--- config.mk ---
export PLATFORM = sky130hd
export DESIGN_NAME = gpp_port
export DESIGN_NICKNAME = d
export VERILOG_FILES = /design/src/rtl/gpp_port.v /design/src/rtl/gpp_sync.v
export VERILOG_INCLUDE_DIRS = /design/src /design/src/rtl
export SDC_FILE = /design/constraint.sdc
export NUM_CORES = 1
export LEC_CHECK = 0
export BUFFER_PORTS_ARGS = -buffer_cell sky130_fd_sc_hd__buf_2
export CAP_MARGIN = 10
export CORE_MARGIN = 3
export CORE_UTILIZATION = 41
export CTS_CLUSTER_DIAMETER = 120
export CTS_CLUSTER_SIZE = 20
export DETAILED_ROUTE_END_ITERATION = 8
export MAX_ROUTING_LAYER = met4
export PLACE_DENSITY_LB_ADDON = 0.05
export SYNTH_ARGS = -nofsm -noshare
export SYNTH_HDL_FRONTEND = slang
export SYNTH_SLANG_ARGS = --single-unit
--- constraint.sdc ---
create_clock -name clk -period 2.2 [get_ports clk]
set_input_delay 0.44 -clock clk [delete_from_list [all_inputs] [get_ports clk]]
set_output_delay 0.44 -clock clk [all_outputs]
set_load 0.01 [all_outputs]
--- src/rtl/gpp_defs.vh ---
// register indices, field masks, reset values for the port block
`ifndef GPP_DEFS_VH
`define GPP_DEFS_VH
`define GPP_ADDR_W        18
`define GPP_IDX_DATA      16'hffdb
`define GPP_IDX_DIR       16'hffeb
`define GPP_IDX_PULLUP    16'hf086
`define GPP_IDX_FUNC      16'hf088
`define GPP_BIT_MASK      8'h0c
`define GPP_BIT_LO        2
`define GPP_BIT_HI        3
`define GPP_DATA_RST      8'h00
`define GPP_DIR_RST       8'h00
`define GPP_PULLUP_RST    8'h00
`define GPP_FUNC_RST      8'h0c
`define GPP_DIR_READ      8'h00
`define GPP_SYNC_STAGES   2
`endif

--- src/rtl/gpp_port.v ---
// general-purpose port bits 3 and 2 with direction, pull-up and data registers
// Operation
// - a direction bit of 1 makes its pin an output and 0 makes it an input.
// - direction and data only act on a pin while it is in general input/output function.
// - the direction register is write-only and reads return an undefined value.
// - with direction 0, a pull-up bit of 1 turns the pin pull-up on and 0 turns it off; the code also requires general input/output function.
// - a data read returns the latch when direction is 1 and the pin level when 0.
`timescale 1ns/1ps
`include "gpp_defs.vh"
module gpp_port (
  input  wire                    clk,        // bus clock, 125 MHz
  input  wire                    rst,        // async reset, high
  input  wire                    psel,       // apb select
  input  wire                    penable,    // apb enable
  input  wire                    pwrite,     // apb direction
  input  wire [`GPP_ADDR_W-1:0]  paddr,      // apb byte address
  input  wire [31:0]             pwdata,     // apb write data
  output reg  [31:0]             prdata,     // apb read data
  output reg                     pready,     // apb ready
  output reg                     pslverr,    // apb error, unmapped address
  input  wire [7:0]              pin_in,     // pin levels, asynchronous
  output reg  [7:0]              pin_out,    // pin output values
  output reg  [7:0]              pin_oe,     // pin output enables
  output reg  [7:0]              pullup_en   // pin pull-up enables
);
  // byte addresses: register index times four
  localparam [`GPP_ADDR_W-1:0] A_DATA   = {`GPP_IDX_DATA, 2'b00};
  localparam [`GPP_ADDR_W-1:0] A_DIR    = {`GPP_IDX_DIR, 2'b00};
  localparam [`GPP_ADDR_W-1:0] A_PULLUP = {`GPP_IDX_PULLUP, 2'b00};
  localparam [`GPP_ADDR_W-1:0] A_FUNC   = {`GPP_IDX_FUNC, 2'b00};

  // implemented bits
  localparam [7:0] IMPL_MASK = `GPP_BIT_MASK;

  // register select codes, one-hot except SEL_NONE, which is zero
  localparam [3:0] SEL_NONE   = 4'h0;
  localparam [3:0] SEL_DATA   = 4'h1;
  localparam [3:0] SEL_DIR    = 4'h2;
  localparam [3:0] SEL_PULLUP = 4'h4;
  localparam [3:0] SEL_FUNC   = 4'h8;

  // apb slave states, one-hot
  localparam [1:0] ST_WAIT   = 2'h1;
  localparam [1:0] ST_ANSWER = 2'h2;

  // stored settings, only bits 3 and 2 ever set
  reg  [7:0]  port_data_latch_q;
  reg  [7:0]  port_direction_control_q;
  reg  [7:0]  port_pullup_control_q;
  reg  [7:0]  gio_select_q;
  reg  [1:0]  state_q;

  // next values
  reg  [1:0]  state_d;
  reg         pready_d;
  reg         pslverr_d;
  reg  [31:0] prdata_d;
  reg  [31:0] rdata_d;
  reg         hit_d;
  wire [7:0]  pin_oe_d;
  wire [7:0]  pin_out_d;
  wire [7:0]  pullup_en_d;
  wire [7:0]  read_port_d;

  // decode and strobes
  wire [7:0]  pin_sync;
  wire        access;
  wire        wr_acc;
  wire [3:0]  rd_sel;
  wire [3:0]  wr_sel;

  // address to register select, shared by read mux and write strobes
  function [3:0] reg_select;
    input [`GPP_ADDR_W-1:0] addr;
    begin
      case (addr)
        A_DATA:   reg_select = SEL_DATA;
        A_DIR:    reg_select = SEL_DIR;
        A_PULLUP: reg_select = SEL_PULLUP;
        A_FUNC:   reg_select = SEL_FUNC;
        default:  reg_select = SEL_NONE;
      endcase
    end
  endfunction

  // pins are asynchronous, two flops before any logic
  gpp_sync #(
    .W (8)
  ) gpp_sync_inst (
    .clk (clk),
    .rst (rst),
    .d   (pin_in),
    .q   (pin_sync)
  );

  // first access cycle only; the answer cycle must not repeat a write
  assign access = psel & penable & (state_q == ST_WAIT);
  assign wr_acc = access & pwrite;
  assign rd_sel = reg_select(paddr);
  assign wr_sel = wr_acc ? reg_select(paddr) : SEL_NONE;

  // per-bit pin control; a pin out of general i/o ignores direction and data
  genvar b;
  generate
    for (b = 0; b < 8; b = b + 1) begin : g_bit
      if ((b >= `GPP_BIT_LO) && (b <= `GPP_BIT_HI)) begin : g_impl
        assign pin_oe_d[b]    = port_direction_control_q[b] & gio_select_q[b];
        assign pin_out_d[b]   = port_direction_control_q[b] & gio_select_q[b] & port_data_latch_q[b];
        assign pullup_en_d[b] = ~port_direction_control_q[b] & gio_select_q[b] & port_pullup_control_q[b];
        assign read_port_d[b] = port_direction_control_q[b] ? port_data_latch_q[b] : pin_sync[b];
      end else begin : g_none
        assign pin_oe_d[b]    = 1'b0;
        assign pin_out_d[b]   = 1'b0;
        assign pullup_en_d[b] = 1'b0;
        assign read_port_d[b] = 1'b0;
      end
    end
  endgenerate

  // read mux; direction reads back a fixed value
  always @* begin
    rdata_d = 32'h0000_0000;
    hit_d   = 1'b1;
    case (rd_sel)
      SEL_DATA:   rdata_d[7:0] = read_port_d;
      SEL_DIR:    rdata_d[7:0] = `GPP_DIR_READ;
      SEL_PULLUP: rdata_d[7:0] = port_pullup_control_q & IMPL_MASK;
      SEL_FUNC:   rdata_d[7:0] = gio_select_q & IMPL_MASK;
      default:    hit_d = 1'b0;
    endcase
  end

  // apb slave: one wait state, answer in second access cycle
  always @* begin
    state_d   = state_q;
    pready_d  = 1'b0;
    pslverr_d = 1'b0;
    prdata_d  = 32'h0000_0000;
    case (state_q)
      ST_WAIT: begin
        if (psel & penable) begin
          state_d   = ST_ANSWER;
          pready_d  = 1'b1;
          // unmapped: error flagged, read data stays zero
          pslverr_d = ~hit_d;
          if (~pwrite)
            prdata_d = rdata_d;
        end
      end
      ST_ANSWER: begin
        // ready stands one cycle
        state_d = ST_WAIT;
      end
      default: begin
        state_d = ST_WAIT;
      end
    endcase
  end

  // answer registers
  always @(posedge clk or posedge rst) begin
    if (rst) begin
      state_q <= ST_WAIT;
      pready  <= 1'b0;
      pslverr <= 1'b0;
      prdata  <= 32'h0000_0000;
    end else begin
      state_q <= state_d;
      pready  <= pready_d;
      pslverr <= pslverr_d;
      prdata  <= prdata_d;
    end
  end

  // data latch, only implemented bits stored
  always @(posedge clk or posedge rst) begin
    if (rst) begin
      port_data_latch_q <= `GPP_DATA_RST;
    end else if (wr_sel == SEL_DATA) begin
      port_data_latch_q <= pwdata[7:0] & IMPL_MASK;
    end
  end

  // direction, write-only
  always @(posedge clk or posedge rst) begin
    if (rst) begin
      port_direction_control_q <= `GPP_DIR_RST;
    end else if (wr_sel == SEL_DIR) begin
      port_direction_control_q <= pwdata[7:0] & IMPL_MASK;
    end
  end

  // pull-up control
  always @(posedge clk or posedge rst) begin
    if (rst) begin
      port_pullup_control_q <= `GPP_PULLUP_RST;
    end else if (wr_sel == SEL_PULLUP) begin
      port_pullup_control_q <= pwdata[7:0] & IMPL_MASK;
    end
  end

  // general i/o select, set bit hands the pin to this block
  always @(posedge clk or posedge rst) begin
    if (rst) begin
      gio_select_q <= `GPP_FUNC_RST;
    end else if (wr_sel == SEL_FUNC) begin
      gio_select_q <= pwdata[7:0] & IMPL_MASK;
    end
  end

  // pin drive, one cycle after the settings
  always @(posedge clk or posedge rst) begin
    if (rst) begin
      pin_oe    <= 8'h00;
      pin_out   <= 8'h00;
      pullup_en <= 8'h00;
    end else begin
      pin_oe    <= pin_oe_d;
      pin_out   <= pin_out_d;
      pullup_en <= pullup_en_d;
    end
  end
endmodule // gpp_port

--- src/rtl/gpp_sync.v ---
// two-flop synchroniser for pin levels
`timescale 1ns/1ps
module gpp_sync #(
  parameter W = 8
) (
  input  wire         clk,   // bus clock
  input  wire         rst,   // async reset, high
  input  wire [W-1:0] d,     // asynchronous level
  output wire [W-1:0] q      // synchronised level
);
  reg [W-1:0] meta_q;
  reg [W-1:0] sync_q;

  always @(posedge clk or posedge rst) begin
    if (rst) begin
      meta_q <= {W{1'b0}};
      sync_q <= {W{1'b0}};
    end else begin
      meta_q <= d;
      sync_q <= meta_q;
    end
  end

  assign q = sync_q;
endmodule // gpp_sync

==> impl_metrics.tcl, run 1 <==
set metrics [dict create \
    status "finished clean" \
    synth.ff_latch_count 24 \
    cts_hold_buf 0 \
    finalMaxSlewViolations 0 \
    grt_max_degree 25 \
    swShare 0.251 \
    antenna_found_initial 0 \
    cts_tree "built" \
    layout.nets 231 \
    ys_top_cells_by_area "dfrtp_1, buf_4, mux2_1, dfstp_2, a211oi_2" \
    met2WireLength_um 1110 \
    seqPwrFrac 0.583 \
    cp_slowest_stage_delay_ns 0.56 \
    postRouteAntennaNets 0 \
    met1_length_um 792 \
    internal-power_mw 0.582 \
    grt_pass1_wl_um 3430 \
    fp.dieArea_um2 4240 \
    setup_viol 0 \
    post_cts_resized 0 \
    row_count 20 \
    async_flop_share 1.00 \
    power_density_nw_per_um2 508 \
    utilization 0.477 \
    cp_num_buf_inv 1 \
    dieWidth_um 65.1 \
    avgSynthCellArea_um2 11.3 \
    fin_area_um2 1530 \
    fillers 320 \
    synthFlopType "dfrtp_1" \
    drt_iter0_markers 13 \
    cts_setup_buffers 0 \
    ys_warn_count 0 \
    synthDistinctLibCells 32 \
    cp_max_fo 5 \
    power_frac_clock 0.282 \
    core_area_um2 3200 \
    grt_pass1_vias 774 \
    io_buffer_count 36 \
    cts_buffer_depth 2 \
    cts.sinks 24 \
    wl_um 2170 \
    drive_gt1_frac 0.359 \
    dp_slack_ns 0.439 \
    skew_ns 0.000777 \
    timing.final.ws_setup_ns 0.588 \
    max_freq_mhz 620 \
    netlist_instances 127 \
    startpoint_type "flip-flop" \
    h-tree-depth 1 \
    met3_length_um 236 \
    max_cap_violations 0 \
    n_antenna_cell 0 \
    cp.required_ns 2.40 \
    grt-ovfl-total 0 \
    finalCriticalPeriod_ns 1.61 \
    fp.dieH_um 65.1 \
    synthToLayoutAreaGrowth_pct 6.64 \
    synth_edf_count 0 \
    dr.pass1.iters 3 \
    cts-buffers-inserted 3 \
    vias 889 \
    cts_root_buffer "clkbuf_4" \
    hpwl_um 1850 \
    crit_family "flip-flops" \
    final-hold-violation-count 0 \
    crit_chain "nand4b_4, inv_2, nand2_1, nor3_2, mux2_1" \
    place_congestion 0.741 \
    drt-vias-per-instance 4.21 \
    min_path_type "primary input to async pin" \
    placed_area_um2 1490 \
    ios 121 \
    rsz0062_at_grt "no" \
    setup-tns-final_ns 0 \
    clkLatencyLatePin_ns 0.30 \
    p_comb_frac 0.136 \
    initial_utilization 0.447 \
    ys_seq_area_frac 0.422 \
    synth_area_um2 1430 \
    yosysTopAreaCell "dfrtp_1" \
    highest_layer "met4" \
    cp-end-kind "flip-flop" \
    switching_power_mw 0.194 \
    wl_per_cell_um 10.3 \
    path_clk_slew_ns 0.12 \
    finalPower_mw 0.776 \
    path_class "flip-flop to flip-flop" \
    cp_slowest_cell "dfstp_2" \
    synth_top_area_share 0.367 \
    track_usage 0.107 \
    fin_crit_sh 0.733 \
    drc 0 \
    arrival_ns 1.81 \
    vdd_ir_drop_max_mv 0.374 \
    leakage_nw 0.860 \
]
-- power groups by stage --
stage               Sequential [mW]  Combinational (mW)  Clock (mW)
floorplan                     0.462               0.127           0
global placement              0.461               0.103           0
detailed placement            0.461               0.105           0
CTS                           0.453               0.105       0.229
global route                  0.453               0.118       0.255
finish                        0.452               0.105       0.219
-- stage by stage --
step,hold slack (ns),std cells
floorplan,0.331,174
global placement,0.334,207
detailed placement,0.337,207
CTS,0.156,211
global route,0.158,211
finish,0.155,211
-- final timing paths --
path | slack (ns) | to | from | depth (start not counted)
hold / removal | 0.16 | pin_out[3] | rst | 3
max in group asynchronous | 1.76 | gio_select_q[2] | rst | 3
setup reg to reg | 0.59 | port_pullup_control_q[2] | state_q[0] | 5
setup / recovery | 0.59 | port_pullup_control_q[2] | state_q[0] | 5
hold reg to reg | 0.36 | gpp_sync_inst.q[2] | gpp_sync_inst.meta_q[2] | 0
min in group clk | 0.23 | gpp_sync_inst.meta_q[3] | pin_in[3] | 1
-- per-layer routing --
metal | vias up | track usage
met2 | 54 | 0.184
li1 | 414 | -
met1 | 419 | 0.121
met4 | 0 | 0.0389
met3 | 2 | 0.0274
met5 | - | -
-- Yosys cell counts (2+ instances only) --
library cell / n
buf_4: 48
dfrtp_1: 21
mux2_1: 8
inv_1: 4
and2_1: 3
dfstp_2: 3
nand2_1: 3
nand4_1: 3
nor2_1: 3
a211oi_2: 2
a22oi_1: 2
and3_1: 2
mux2_2: 2
nand4_2: 2
nor2b_1: 2
nor4_2: 2
or2_1: 2
-- layout by cell type (no fill, tap or decap) --
cell / synthesis / final
dfrtp_1: 21 / 21
and4bb_1: 1 / 1
o21ai_0: 1 / 1
nor4_2: 2 / 2
or2_1: 2 / 2
nor3_2: 1 / 1
a31oi_1: 1 / 1
dfstp_2: 3 / 3
nor4_4: 1 / 1
nand4b_4: 1 / 1
and3_1: 2 / 2
nor3b_1: 1 / 1
nand4b_2: 1 / 1
clkbuf_4: 0 / 3
nand3_1: 1 / 1
clkbuf_8: 0 / 1
and4_4: 1 / 1
a22oi_1: 2 / 2
and3b_1: 1 / 1
nand2_1: 3 / 3
or2_2: 1 / 1
inv_1: 4 / 4
a211oi_2: 2 / 2
nor2b_1: 2 / 2
nor3b_2: 1 / 1
nand4_2: 2 / 2
conb_1: 1 / 48
and2_1: 3 / 3
inv_2: 1 / 1
mux2_2: 2 / 2
buf_4: 48 / 1
nand4_1: 3 / 3
mux2_1: 8 / 8
nor2_1: 3 / 3
buf_2: 0 / 36
-- worst register-to-register path: cells and delay by family, from the launching register on --
kind                   cells  cell delay, ns
muxes                      1            0.35
and+or+nand+nor            3            0.50
DFF                        1            0.56
buffers and inverters      1            0.11
-- logic make-up (layout without fill, tap and decap cells) --
group                  Yosys count  after routing  synth area share
AOI/OAI and AO/OA                6              6            0.0358
muxes                           10             10            0.0786
and+or+nand+nor                 33             33             0.196
other                            1             48           0.00262
DFF                             24             24             0.422
buffers and inverters           53             46             0.265
-- state kept, by name (all words and copies together) (netlist names) --
name,cells
gio_select_q,2
gpp_sync_inst.meta_q,2
port_pullup_control_q,2
state_q,2
pslverr,1
port_data_latch_q,2
port_direction_control_q,2
pin_oe,2
gpp_sync_inst.q,2
pready,1
pullup_en,2
pin_out,2
prdata,2
-- layout make-up --
type | count | area [um2] | area share
clock buffers | 4 | 36.3 | 0.0238
inverters | 5 | 18.8 | 0.0123
multi-input cells | 97 | 626 | 0.409
flip-flops and latches | 24 | 604 | 0.396
well taps | 44 | 55.1 | 0.0360
repair buffers | 37 | 188 | 0.123
(Power assumes the default switching activity.)
==> run 2: changes to the inputs <==
--- a/config.mk
+++ b/config.mk
@@ -9,7 +9,7 @@
 export BUFFER_PORTS_ARGS = -buffer_cell sky130_fd_sc_hd__buf_2
 export CAP_MARGIN = 10
 export CORE_MARGIN = 3
-export CORE_UTILIZATION = 41
+export CORE_UTILIZATION = 38
 export CTS_CLUSTER_DIAMETER = 120
 export CTS_CLUSTER_SIZE = 20
 export DETAILED_ROUTE_END_ITERATION = 8
==> constraint.sdc (replaced) <==
create_clock -name clk -period 1.67 [get_ports clk]
set_input_delay 0.334 -clock clk [delete_from_list [all_inputs] [get_ports clk]]
set_output_delay 0.334 -clock clk [all_outputs]
set_load 0.01 [all_outputs]
==> run 2 against run 1 <==
Clock power grew 70%. Maximum frequency is 4.4% higher. Via count is 1.6% lower. Flip-flop and latch count unchanged. Cell count rose by 1.9%. Core utilization decreased by 2.9 points. Sequential power is 32% higher. Wire length increased by 4.9%. Die area rose by 7.2%. Global-route usage decreased by 0.18 points.
==> impl_metrics.tcl, run 2 (synthesis results as in run 1) <==
set metrics [dict create \
    wl_per_cell_um 10.6 \
    crit_family "flip-flops" \
    drc 0 \
    fin_crit_sh 0.925 \
    cts-buffers-inserted 3 \
    finalCriticalPeriod_ns 1.54 \
    cp_max_fo 4 \
    max_freq_mhz 647 \
    met3_length_um 217 \
    grt_pass1_wl_um 3490 \
    cts_root_buffer "clkbuf_8" \
    initial_utilization 0.410 \
    n_antenna_cell 0 \
    cp_slowest_stage_delay_ns 0.55 \
    postRouteAntennaNets 0 \
    skew_ns 0.00261 \
    post_cts_resized 0 \
    switching_power_mw 0.265 \
    seqPwrFrac 0.537 \
    h-tree-depth 1 \
    highest_layer "met4" \
    cts_buffer_depth 2 \
    crit_chain "nand4b_4, inv_2, nand2_1, nor3_2, mux2_1" \
    cts_setup_buffers 0 \
    drt_iter0_markers 9 \
    worstSetupPathDepth 5 \
    clkLatencyLatePin_ns 0.26 \
    hpwl_um 1960 \
    startpoint_type "flip-flop" \
    placed_area_um2 1510 \
    vias 875 \
    grt_max_degree 25 \
    ios 121 \
    antenna_found_initial 0 \
    met1_length_um 826 \
    layout.nets 233 \
    fin_area_um2 1560 \
    arrival_ns 1.69 \
    drt-vias-per-instance 4.07 \
    hold_slack_ns 0.105 \
    power_density_nw_per_um2 710 \
    finalPower_mw 1.11 \
    vdd_ir_drop_max_mv 0.435 \
    dieWidth_um 67.4 \
    final_common_cell "conb_1" \
    swShare 0.238 \
    cts_tree "built" \
    final-hold-violation-count 0 \
    path_class "flip-flop to flip-flop" \
    utilization 0.448 \
    cp_num_buf_inv 1 \
    cp.required_ns 1.81 \
    leakage_nw 0.877 \
    core_area_um2 3490 \
    row_count 21 \
    track_usage 0.105 \
    wl_um 2270 \
    io_buffer_count 36 \
    finalMaxSlewViolations 0 \
    cts_hold_buf 0 \
    grt-ovfl-total 0 \
    drive_gt1_frac 0.367 \
    status "finished clean" \
    grt_pass1_vias 757 \
    reg2reg_depth 5 \
    met2WireLength_um 1200 \
    cp-end-kind "flip-flop" \
    synthToLayoutAreaGrowth_pct 9.17 \
    internal-power_mw 0.846 \
    power_frac_clock 0.335 \
    cts.sinks 24 \
    p_comb_frac 0.128 \
    min_path_type "primary input to async pin" \
    fp.dieH_um 67.4 \
    dr.pass1.iters 4 \
    setup_viol 0 \
    layout_common_cells "conb_1, buf_2, dfrtp_1, mux2_1" \
    fp.dieArea_um2 4540 \
    place_congestion 0.772 \
    rsz0062_at_grt "no" \
    max_cap_violations 0 \
    cp_slowest_cell "dfstp_2" \
    path_clk_slew_ns 0.08 \
]
==> run 2: changes by cell type in the layout (fill, tap and decap cells not counted) <==
cell	delta
buf_4	+2
clkbuf_4	-3
clkbuf_8	+3
==> run 2: routing by layer <==
| layer | up-vias | track usage |
|---|---|---|
| li1 | 417 | - |
| met1 | 409 | 0.117 |
| met2 | 47 | 0.184 |
| met3 | 2 | 0.0250 |
| met4 | 0 | 0.0380 |
| met5 | - | - |
==> run 2: layout make-up <==
type	count	area, um2
Clock buffer	4	55.1
Timing Repair Buffer	39	203
Sequential cell	24	604
Fill cell	353	1930
Multi-Input combinational cell	97	626
Inverter	5	18.8
Tap cell	46	57.6
==> run 2: worst reg2reg max path, cell delays in order, from the launching register on <==
cell and delay (ns):
dfstp_2 0.55, nand4b_4 0.10, inv_2 0.09, nand2_1 0.10
nor3_2 0.26, mux2_1 0.35
==> run 2: final timing paths <==
| path | start | endpoint | slack (ns) |
|---|---|---|---|
| max in group asynchronous | rst | gio_select_q[2] | 1.29 |
| min in group clk | pin_in[3] | gpp_sync_inst.meta_q[3] | 0.18 |
| setup reg to reg | state_q[0] | port_pullup_control_q[2] | 0.13 |
| hold / removal | rst | pullup_en[2] | 0.11 |
| hold reg to reg | gpp_sync_inst.meta_q[2] | gpp_sync_inst.q[2] | 0.35 |
| setup / recovery | state_q[0] | port_pullup_control_q[2] | 0.13 |
==> run 2: power by group through the flow <==
stage | Sequential, mW | Combinational, mW | Clock (mW)
floorplan | 0.608 | 0.167 | 0
global placement | 0.607 | 0.140 | 0
detailed placement | 0.608 | 0.142 | 0
CTS | 0.596 | 0.142 | 0.392
global route | 0.597 | 0.161 | 0.418
finish | 0.596 | 0.143 | 0.372
==> run 2: stage by stage <==
step / std cells / setup WS, ns / setup TNS [ns]
final: 215 / 0.125 / 0
after global routing: 215 / 0.00439 / 0
after CTS: 215 / 0.0795 / 0
after detailed placement: 211 / -0.0196 / -0.0321
after global placement: 211 / 0.00461 / 0
after floorplan: 174 / 0.197 / 0
